## src/core/io_port_pkg.sv

```systemverilog
// constants, pin roles and register map of the four-bit i/o port
package io_port_pkg;

   // register bus widths
   localparam int AW = 8;
   localparam int DW = 4;
   localparam int NPINS = 4;

   // register offsets
   localparam logic [AW-1:0] ADDR_MASK = 8'hE9;
   localparam logic [AW-1:0] ADDR_FLAG = 8'hED;
   localparam logic [AW-1:0] ADDR_DATA = 8'hF6;
   localparam logic [AW-1:0] ADDR_CTRL = 8'hFC;

   // field positions
   localparam int BIT_MASK = 2;
   localparam int BIT_FLAG = 1;
   localparam int BIT_DIR = 0;
   localparam int BIT_PULL = 1;

   // reset values
   localparam logic RST_DIR = 1'b0;
   localparam logic RST_PULL = 1'b0;
   localparam logic RST_MASK = 1'b0;
   localparam logic RST_FLAG = 1'b0;
   localparam logic [DW-1:0] RST_DATA = 4'h0;

   // sampling clock divider default, system clocks per sampling period
   localparam int SAMPLE_DIV_DEF = 16;

   // pin role codes, two bits per pin
   localparam logic [1:0] ROLE_IO = 2'h0;
   localparam logic [1:0] ROLE_IN = 2'h1;
   localparam logic [1:0] ROLE_SER = 2'h2;

   // pin function set, {pin3, pin2, pin1, pin0} for each of 14 builds
   function automatic logic [7:0] role_map(input int cfg);
      case (cfg)
         1: role_map = 8'h00;
         2: role_map = 8'h40;
         3: role_map = 8'hAA;
         4: role_map = 8'h2A;
         5: role_map = 8'h6A;
         6: role_map = 8'h22;
         7: role_map = 8'h62;
         8: role_map = 8'hAA;
         9: role_map = 8'h2A;
         10: role_map = 8'h6A;
         11: role_map = 8'hA2;
         12: role_map = 8'hA6;
         13: role_map = 8'h22;
         14: role_map = 8'h62;
         default: role_map = 8'h00;
      endcase
   endfunction

   // one bit per pin that holds the given role
   function automatic logic [NPINS-1:0] role_mask(input logic [7:0] roles,
                                                   input logic [1:0] code);
      logic [NPINS-1:0] m;
      m = '0;
      for (int i = 0; i < NPINS; i++) begin
         m[i] = (roles[2*i +: 2] == code);
      end
      return m;
   endfunction

endpackage

```

## src/core/pin_event_filter.sv

```systemverilog
// input synchroniser, noise filter and falling-edge detector for one pin
`timescale 1ns/1ps
module pin_event_filter #(
   parameter bit FILTER = 1'b0
) (
   input wire logic clk,      // system clock
   input wire logic rst_n,    // async reset, active low
   input wire logic half_en,  // half sampling period tick
   input wire logic full_en,  // full sampling period tick
   input wire logic pin,      // raw pin level
   output logic fall          // one-cycle pulse on accepted fall
);

   logic s1_r, s2_r, s3_r, lvl_r, fall_r;
   logic s1_nxt, s2_nxt, s3_nxt, lvl_nxt, fall_nxt, smp_en;

   ////////////////////////////////////////////////////////////////////////
   // sampling chain and filtered level
   always_comb begin
      smp_en = FILTER ? half_en : full_en;
      s1_nxt = s1_r;
      s2_nxt = s2_r;
      s3_nxt = s3_r;
      // two-stage sync on sampling clock
      if (smp_en) begin
         s1_nxt = pin;
         s2_nxt = s1_r;
         s3_nxt = s2_r;
      end
      // two agreeing half-period samples
      if (FILTER) begin
         lvl_nxt = (s2_r == s3_r) ? s2_r : lvl_r;
      end else begin
         lvl_nxt = s2_r;
      end
      fall_nxt = lvl_r & ~lvl_nxt;
   end

   // registers, idle level high
   always_ff @(posedge clk or negedge rst_n) begin
      if (!rst_n) begin
         s1_r <= 1'b1;
         s2_r <= 1'b1;
         s3_r <= 1'b1;
         lvl_r <= 1'b1;
         fall_r <= 1'b0;
      end else begin
         s1_r <= s1_nxt;
         s2_r <= s2_nxt;
         s3_r <= s3_nxt;
         lvl_r <= lvl_nxt;
         fall_r <= fall_nxt;
      end
   end

   assign fall = fall_r;

   // a filtered fall needs two low samples
   a_filter_two_low: assert property (@(posedge clk)
      disable iff (!rst_n)
      (FILTER && fall) |-> $past(s2_r) == 1'b0 && $past(s3_r) == 1'b0)
      else $error("filtered fall without two low samples");

endmodule

```

## src/core/four_bit_io_port.sv

```systemverilog
// four-bit general-purpose bidirectional port with input interrupt
//
// Function
// four bits share one direction bit
// direction 0 leaves pins high impedance inputs
// direction 1 drives stored data bits
// read gives register in output, pins in input
// reset clears direction bit, pins inputs
// serial and input-only pins ignore direction
// pull-ups on only when enabled and input
// reset clears pull-up enable bit
// input-only fitted pull-ups always on
// fixed pin set of 14; bidirectional no interrupt
// per-bit build choice push-pull or open-drain
// interrupt only on pin 1 or 3 input-only
// filter rejects short lows, accepts long lows
// noise filter chosen per pin at build
// enabled falling edge sets interrupt flag
// reading interrupt flag clears it afterwards
// data writes stored also in input mode
// mask bit enables at 1, reset clears
// interrupt inputs synchronised before edge detect
// build options are fixed synthesis parameters
//
// Design decisions made here: the placing of the registers and the address-and-strobe port.
`timescale 1ns/1ps
module four_bit_io_port #(
   // build-time options as parameters
   parameter int PIN_CONFIG = 1,
   parameter logic [3:0] OPEN_DRAIN = 4'h0,
   parameter logic [3:0] PULLUP_FIT = 4'h0,
   parameter logic [3:0] INT_SELECT = 4'h0,
   parameter logic [3:0] FILTER_FIT = 4'h0,
   parameter int SAMPLE_DIV = io_port_pkg::SAMPLE_DIV_DEF
) (
   input wire logic clk,                           // system clock
   input wire logic rst_n,                         // async reset
   input wire logic [io_port_pkg::AW-1:0] addr,    // register address
   input wire logic [io_port_pkg::DW-1:0] wdata,   // write data
   input wire logic wr,                            // write strobe
   input wire logic rd,                            // read strobe
   output logic [io_port_pkg::DW-1:0] rdata,       // read data, next cycle
   input wire logic [io_port_pkg::NPINS-1:0] pin_i,      // pin levels
   output logic [io_port_pkg::NPINS-1:0] pin_o,          // pin out level
   output logic [io_port_pkg::NPINS-1:0] pin_oe_n,       // low = driving
   output logic [io_port_pkg::NPINS-1:0] pullup_on,      // pull-up active
   input wire logic [io_port_pkg::NPINS-1:0] ser_dout,   // serial out data
   input wire logic [io_port_pkg::NPINS-1:0] ser_drive,  // serial drives
   output logic [io_port_pkg::NPINS-1:0] ser_din,        // serial in data
   output logic port_irq                           // input interrupt
);
   import io_port_pkg::*;

   ////////////////////////////////////////////////////////////////////////
   // pin roles from the fixed build choice
   // one of 14 pin function sets
   localparam logic [7:0] ROLES = role_map(PIN_CONFIG);
   localparam logic [NPINS-1:0] IO_M = role_mask(ROLES, ROLE_IO);
   localparam logic [NPINS-1:0] IN_M = role_mask(ROLES, ROLE_IN);
   localparam logic [NPINS-1:0] SER_M = role_mask(ROLES, ROLE_SER);
   // interrupt only on pins 1 and 3, input-only
   localparam logic [NPINS-1:0] INT_M = INT_SELECT & IN_M & 4'hA;
   // open-drain drives only low
   localparam logic [NPINS-1:0] PP_M = IO_M & ~OPEN_DRAIN;
   // fitted input-only pull-ups from reset on
   localparam logic [NPINS-1:0] IN_PULL = IN_M & PULLUP_FIT;
   localparam int CW = (SAMPLE_DIV > 2) ? $clog2(SAMPLE_DIV) : 1;
   localparam logic [CW-1:0] DIV_LAST = CW'(SAMPLE_DIV - 1);
   localparam logic [CW-1:0] DIV_HALF = CW'(SAMPLE_DIV / 2 - 1);

   // control state
   logic dir_r, pull_r, mask_r, flag_r;
   logic dir_nxt, pull_nxt, mask_nxt, flag_nxt;
   logic [DW-1:0] data_r, data_nxt, rdata_r, rdata_nxt;
   // pin output state
   logic [NPINS-1:0] pin_o_r, oe_n_r, pull_on_r, ser_din_r;
   logic [NPINS-1:0] pin_o_nxt, oe_n_nxt, pull_on_nxt, ser_din_nxt;
   // sampling divider
   logic [CW-1:0] cnt_r, cnt_nxt;
   logic half_en, full_en;
   // interrupt events
   logic [NPINS-1:0] fall;
   logic fall_any, set_flag, rd_flag;

   ////////////////////////////////////////////////////////////////////////
   // sampling clock divider, one-cycle enables
   always_comb begin
      cnt_nxt = (cnt_r == DIV_LAST) ? '0 : cnt_r + 1'b1;
      full_en = (cnt_r == DIV_LAST);
      half_en = full_en | (cnt_r == DIV_HALF);
   end

   always_ff @(posedge clk or negedge rst_n) begin
      if (!rst_n) begin
         cnt_r <= '0;
      end else begin
         cnt_r <= cnt_nxt;
      end
   end

   ////////////////////////////////////////////////////////////////////////
   // per-pin interrupt detectors on capable pins only
   genvar g;
   generate
      for (g = 0; g < NPINS; g++) begin : g_pin
         if (INT_M[g]) begin : g_int
            // filter fitted per pin
            pin_event_filter #(
               .FILTER(FILTER_FIT[g])
            ) u_filt (
               .clk(clk),
               .rst_n(rst_n),
               .half_en(half_en),
               .full_en(full_en),
               .pin(pin_i[g]),
               .fall(fall[g])
            );
         end else begin : g_none
            // bidirectional and serial pins never interrupt
            assign fall[g] = 1'b0;
         end
      end
   endgenerate

   ////////////////////////////////////////////////////////////////////////
   // register file next values
   always_comb begin
      dir_nxt = dir_r;
      pull_nxt = pull_r;
      mask_nxt = mask_r;
      data_nxt = data_r;
      flag_nxt = flag_r;
      fall_any = |fall;
      rd_flag = rd && (addr == ADDR_FLAG);
      // edge counts only while mask enabled
      set_flag = fall_any && mask_r;
      if (wr) begin
         case (addr)
            ADDR_CTRL: begin
               // one direction bit for all four
               dir_nxt = wdata[BIT_DIR];
               pull_nxt = wdata[BIT_PULL];
            end
            ADDR_MASK: begin
               // 1 enables, 0 masks
               mask_nxt = wdata[BIT_MASK];
            end
            ADDR_DATA: begin
               // stored whatever the direction
               data_nxt = wdata;
            end
            default: begin
               data_nxt = data_r;
            end
         endcase
      end
      // read clears flag, a new edge wins
      if (rd_flag) begin
         flag_nxt = 1'b0;
      end
      // set flag on accepted edge
      if (set_flag) begin
         flag_nxt = 1'b1;
      end
   end

   ////////////////////////////////////////////////////////////////////////
   // read data, one cycle after the strobe
   always_comb begin
      rdata_nxt = '0;
      if (rd) begin
         case (addr)
            ADDR_CTRL: begin
               rdata_nxt[BIT_DIR] = dir_r;
               rdata_nxt[BIT_PULL] = pull_r;
            end
            ADDR_MASK: begin
               rdata_nxt[BIT_MASK] = mask_r;
            end
            ADDR_FLAG: begin
               rdata_nxt[BIT_FLAG] = flag_r;
            end
            ADDR_DATA: begin
               // register in output mode, pins otherwise
               rdata_nxt = (dir_r ? (data_r & IO_M) : '0) |
                           (pin_i & ~(dir_r ? IO_M : 4'h0));
            end
            default: begin
               rdata_nxt = '0;
            end
         endcase
      end
   end

   ////////////////////////////////////////////////////////////////////////
   // pin drive, pull-up and serial input next values
   always_comb begin
      for (int i = 0; i < NPINS; i++) begin
         if (IO_M[i]) begin
            // input mode leaves pin undriven
            // output mode drives the stored bit
            // open-drain releases for a 1
            pin_o_nxt[i] = PP_M[i] ? data_r[i] : 1'b0;
            oe_n_nxt[i] = ~(dir_r & (PP_M[i] | ~data_r[i]));
            // pull-up only in input mode
            pull_on_nxt[i] = PULLUP_FIT[i] & pull_r & ~dir_r;
         end else if (SER_M[i]) begin
            // serial pins follow the serial unit
            pin_o_nxt[i] = ser_dout[i];
            oe_n_nxt[i] = ~ser_drive[i];
            pull_on_nxt[i] = 1'b0;
         end else begin
            // input-only never driven
            // fitted pull-up permanently on
            pin_o_nxt[i] = 1'b0;
            oe_n_nxt[i] = 1'b1;
            pull_on_nxt[i] = IN_PULL[i];
         end
      end
      ser_din_nxt = pin_i & SER_M;
   end

   ////////////////////////////////////////////////////////////////////////
   // state registers
   always_ff @(posedge clk or negedge rst_n) begin
      if (!rst_n) begin
         // pins come up as inputs
         dir_r <= RST_DIR;
         // pull-up enable cleared
         pull_r <= RST_PULL;
         // interrupt masked after reset
         mask_r <= RST_MASK;
         flag_r <= RST_FLAG;
         data_r <= RST_DATA;
         rdata_r <= '0;
         pin_o_r <= '0;
         oe_n_r <= '1;
         pull_on_r <= IN_PULL;
         ser_din_r <= '0;
      end else begin
         dir_r <= dir_nxt;
         pull_r <= pull_nxt;
         mask_r <= mask_nxt;
         flag_r <= flag_nxt;
         data_r <= data_nxt;
         rdata_r <= rdata_nxt;
         pin_o_r <= pin_o_nxt;
         oe_n_r <= oe_n_nxt;
         pull_on_r <= pull_on_nxt;
         ser_din_r <= ser_din_nxt;
      end
   end

   // outputs
   assign rdata = rdata_r;
   assign pin_o = pin_o_r;
   assign pin_oe_n = oe_n_r;
   assign pullup_on = pull_on_r;
   assign ser_din = ser_din_r;
   assign port_irq = flag_r & mask_r;

   ////////////////////////////////////////////////////////////////////////
   // checks
   a_input_hiz: assert property (@(posedge clk) disable iff (!rst_n)
      !dir_r |=> (pin_oe_n & IO_M) == IO_M)
      else $error("bidirectional pin driven in input mode");

   a_output_drive: assert property (@(posedge clk) disable iff (!rst_n)
      dir_r |=> ((~pin_oe_n & PP_M) == PP_M) &&
                ((pin_o & PP_M) == ($past(data_r) & PP_M)))
      else $error("output mode does not drive stored data");

   a_read_mux: assert property (@(posedge clk) disable iff (!rst_n)
      (rd && addr == ADDR_DATA && dir_r) |=>
         (rdata & IO_M) == ($past(data_r) & IO_M))
      else $error("output mode read not from register");

   a_read_pins: assert property (@(posedge clk) disable iff (!rst_n)
      (rd && addr == ADDR_DATA && !dir_r) |=> rdata == $past(pin_i))
      else $error("input mode read not from pins");

   a_special_pins: assert property (@(posedge clk) disable iff (!rst_n)
      $changed(dir_r) |=> ((pin_oe_n & IN_M) == IN_M) &&
         ((pin_oe_n & SER_M) == (~$past(ser_drive) & SER_M)))
      else $error("special pin follows the direction bit");

   a_pull_out_off: assert property (@(posedge clk) disable iff (!rst_n)
      dir_r |=> (pullup_on & IO_M) == 4'h0)
      else $error("pull-up on in output mode");

   a_pull_in_on: assert property (@(posedge clk) disable iff (!rst_n)
      (!dir_r && pull_r) |=> (pullup_on & IO_M) == (PULLUP_FIT & IO_M))
      else $error("enabled pull-up missing in input mode");

   a_input_pullup: assert property (@(posedge clk) disable iff (!rst_n)
      (pullup_on & IN_M) == IN_PULL)
      else $error("input-only pull-up not permanent");

   a_flag_set: assert property (@(posedge clk) disable iff (!rst_n)
      (fall_any && mask_r) |=> flag_r && port_irq == mask_r)
      else $error("enabled edge did not set flag");

   a_flag_masked: assert property (@(posedge clk) disable iff (!rst_n)
      (!mask_r && !flag_r) |=> !flag_r)
      else $error("flag set while masked");

   a_flag_clear: assert property (@(posedge clk) disable iff (!rst_n)
      (rd_flag && flag_r && !set_flag) |=> !flag_r ##0 rdata[BIT_FLAG])
      else $error("flag read did not clear after returning 1");

   a_data_store: assert property (@(posedge clk) disable iff (!rst_n)
      (wr && addr == ADDR_DATA) |=> data_r == $past(wdata))
      else $error("port data write not stored");

   c_flag_raised: cover property (@(posedge clk) disable iff (!rst_n)
      set_flag ##1 rd_flag);
   c_set_on_read: cover property (@(posedge clk) disable iff (!rst_n)
      set_flag && rd_flag);
   c_dir_toggle: cover property (@(posedge clk) disable iff (!rst_n)
      !dir_r ##1 dir_r ##[1:8] !dir_r);

endmodule

```

## config.mk

```make
export PLATFORM = sky130hd
export DESIGN_NAME = four_bit_io_port
export DESIGN_NICKNAME = d
export VERILOG_FILES = /design/src/core/io_port_pkg.sv /design/src/core/pin_event_filter.sv /design/src/core/four_bit_io_port.sv
export SDC_FILE = /design/constraint.sdc
export NUM_CORES = 1
export LEC_CHECK = 0
export ABC_AREA = 1
export ABC_CLOCK_PERIOD_IN_PS = 2400
export BUFFER_PORTS_ARGS = -buffer_cell sky130_fd_sc_hd__buf_2
export CAP_MARGIN = 20
export CORE_ASPECT_RATIO = 1.4
export CORE_MARGIN = 2
export CORE_UTILIZATION = 45
export DETAILED_ROUTE_END_ITERATION = 10
export PLACE_DENSITY = 0.82
export SETUP_SLACK_MARGIN = 0.2
export SLEW_MARGIN = 20
export SYNTH_ARGS = -nofsm -noshare
export SYNTH_HDL_FRONTEND = slang
export SYNTH_SLANG_ARGS = --single-unit
```

## constraint.sdc

```tcl
create_clock -name clk -period 2.4 [get_ports clk]
set_input_delay 0.48 -clock clk [delete_from_list [all_inputs] [get_ports clk]]
set_output_delay 0.48 -clock clk [all_outputs]
set_load 0.05 [all_outputs]
```

Word-level counts from Yosys, hierarchy flattened
Cells that the tools add are included.
{"block": "totals", "in_bits": 28, "word_cells": 24, "regBits": 16, "output_inout_bits": 21}
{"block": "classes", "bitwise": 4, "reduce_logical": 3, "mux": 7, "n_eq_ne": 3}
{"operator": "== test 8 bit, second input constant", "n": 3}
{"operator": "two-way mux 4 bit", "n": 3}
{"operator": "one-hot mux 1 bit (2 select lines)", "n": 3}
{"operator": "AND reduction 2 bit", "n": 3}
{"operator": "AND 4 bit", "n": 1}
{"operator": "NOT 4 bit", "n": 1}
{"operator": "bitwise OR 4 bit", "n": 1}
{"operator": "two-way mux 1 bit", "n": 1}
{"operator": "NOT 1 bit", "n": 1}

Longest topological paths before layout
{"block": "logic_depth", "depth_word": 6, "mapped_depth": 6, "depth_no_buf": 6}

Worst setup path after synthesis
OpenSTA, ideal clock, no wires.
{"block": "synth_path", "kind": "reg2out", "start": "reg, netlist name pin_oe_n[0]", "end": "out pin_oe_n[1] (netlist name)", "path_slack_ns": 0.980, "path_stages_with_launch": 2, "t_required_ns": 1.920, "t_arrival_ns": 0.940, "n_path_buf": 1, "path_cell_list": "dfstp_2 > buf_4"}
{"item": "end: declaration", "line_no": "four_bit_io_port.sv:45", "text": "output logic [io_port_pkg::NPINS-1:0] pin_oe_n,"}

==> impl_results.md <==
* Die ar. at 0.00225 mm^2
* Row Count at 18
* IO buf count at 31
* Register area share after synthesis at 47.4%
* Post-synth top area cell: dfrtp_1
* Max incr delay on CP at 0.55 ns
* FF-to-FF Start: dir_r$_DFFE_PN0P_
* Initial core utilization at 47.6%
* Share of cells above drive strength 1 at 32.8%
* Worst Hold Class: primary input to asynchronous set/reset pin
* ANT nets after route at 0
* Gr usage total at 16.1%
* Worst path top cell family by delay: flip-flops
* Area grow syn2layout at 16.5%
* Fraction of registers with async set/reset at 100%
* Max-Cap Viols at 0
* Grt ovf at 0
* Initial DRC count at 8
* Filler Cells Inserted at 171
* Clock buffer depth at 2
* Top FF cell, synth: dfrtp_1
* Yosys cell types at 16
* Final wirelength at 1500 um
* VDD IR max at 0.363 mV
* NumNets Final at 157
* Hold violation count in the final report at 0
* Vias per cell at 4.78
* Pwr dens at 587 mW/mm^2
* Post-synth EDFFs at 0
* Worst-path fanout max at 4
* CTS tree: built
* Largest net degree at the start of global routing at 17
* Final setup violation count at 0
* Core box area at 0.00178 mm^2
* Tmin final at 1.58 ns
* Wire per inst at 10.2 um
* Clock latency at the later pin of the worst-skew pair at 0.29 ns
* YS warnings at 0
* End of the worst register-to-register path: rdata[2]$_DFF_PN0_
* Final period util at 65.8%
* Most common cell after layout, fill and taps aside: nand2_1
* Final setup TNS at 0 ns
* H-tree depth at 1
* Yosys reg bits at 16
* DP HPWL at 1220 um
* Hold buffers post-CTS at 0
* Die Ht at 55.3 um
* Post-Syn Area at 847 um^2
* Crit. End Element: primary output
* Syn Inst Count at 99
* Vias in the first global route at 659
* Commonest non-fill, non-tap cells in the layout: nand2_1, buf_2, dfrtp_1
* Number of clock sinks at 16
* # IOs at 49
* Hold WS at 0.0715 ns
* Syn Area/Cell at 8.56 um^2
* Global-route wire length before repair at 2600 um
* Worst Path Buf+Inv at 1
* Top cell type's share of synthesized area at 44.3%
* CP startpoint kind: flip-flop
* CTS Root Cell: clkbuf_4
* Post-route DRC violation count at 0
* Skew final at 0.000188 ns
* Synth top area cells: dfrtp_1, nand2_1, buf_4
* Gpl congestion at 0.743
* Post-CTS Resized at 0
* RSZ-0062 raised after global routing: false
* Worst reg2reg path depth at 5
* Num CTS Buffers at 3
* Max-slew violation count at 0
* Max Fclk at 633 MHz
* WS Path Type: flip-flop to primary output
* Worst-path clk slew at 0.09 ns
* Run status: finished, final reports clean
* N_diodes at 0
* Crit path max-delay cell type: dfstp_2
* Width of the chip at 40.7 um
* Vias at 708
* Worst path required time at 1.92 ns
* Register-to-register setup slack at 1.41 ns
* Initial antenna violation count at 0
* Post-CTS setup buffers at 0
* Arrival time worst endpoint at 1.10 ns
* Leakage dissipation at 0.000584 uW
* Drt first pass iters at 4
* Crit-path cells: buf_2
[layout make-up]
cell class	count	area, um^2	share of cell area (%)
Clock buffer	4	36.3	3.68
Inverter	6	22.5	2.28
Timing Repair Buffer	31	155	15.7
Sequential cell	16	402	40.7
Tap cell	20	25.0	2.53
Multi-Input combinational cell	71	347	35.1
[power breakdown]
group | total, uW | internal [uW] | switching (uW)
Sequential | 285 | 279 | 5.90
Combinational | 113 | 23.9 | 89.1
Clock | 181 | 92.5 | 88.5
Total | 579 | 396 | 183
[cells in the mapped netlist (2+ instances only)]
library cell / n
nand2_1: 35
dfrtp_1: 15
nand4_1: 13
buf_4: 12
inv_1: 6
nor2_1: 4
nand3_1: 3
nand2_2: 2
nor2_4: 2
[registers in the layout, summed over array words and instances (netlist names)]
| register | cells |
|---|---|
| pull_r | 1 |
| pin_oe_n | 1 |
| dir_r | 1 |
| rdata | 4 |
| mask_r | 1 |
| pin_o | 4 |
| data_r | 4 |
[worst max-delay path by stage]
stage	from	end	slack (ns)	depth (start not counted)
detailed placement	addr[6]	data_r[2]$_DFFE_PN0P_	1.08	6
floorplan	pin_oe_n[0]$_DFF_PN1_	pin_oe_n[1]	0.98	1
finish	pin_oe_n[0]$_DFF_PN1_	pin_oe_n[2]	0.82	1
global placement	addr[6]	data_r[2]$_DFFE_PN0P_	1.09	6
global route	pin_oe_n[0]$_DFF_PN1_	pin_oe_n[0]	0.75	1
CTS	pin_oe_n[0]$_DFF_PN1_	pin_oe_n[2]	0.81	1
[stage by stage]
step	util, %	setup slack [ns]	instance area, um^2	cells	total power, uW
3_3_place_gp	53.4	1.09	951	144	402
3_5_place_dp	53.4	1.08	951	144	405
6_report	55.5	0.820	987	148	579
5_1_grt	55.5	0.753	987	148	606
4_1_cts	55.5	0.810	987	148	582
2_1_floorplan	-	0.980	877	107	385
[kinds of logic (layout without fill, tap and decap cells)]
family / Yosys count / in the layout / synth area share [%]
AND/OR/NAND/NOR: 61 / 61 / 36.3
buffers and inverters: 20 / 41 / 15.2
flip-flops: 16 / 16 / 47.4
other: 1 / 9 / 0.443
AO/OA/AOI/OAI: 1 / 1 / 0.590
[per-layer routing]
metal / vias up / part of all wire (%) / GRT usage [%]
met3: 5 / 7.0 / 2.41
met4: 0 / 3.1 / 10.0
met2: 32 / 49 / 25.4
li1: 355 / - / -
met1: 316 / 41 / 19.2
met5: - / 0 / 0
No activity file was read; power rests on OpenSTA's default activity.
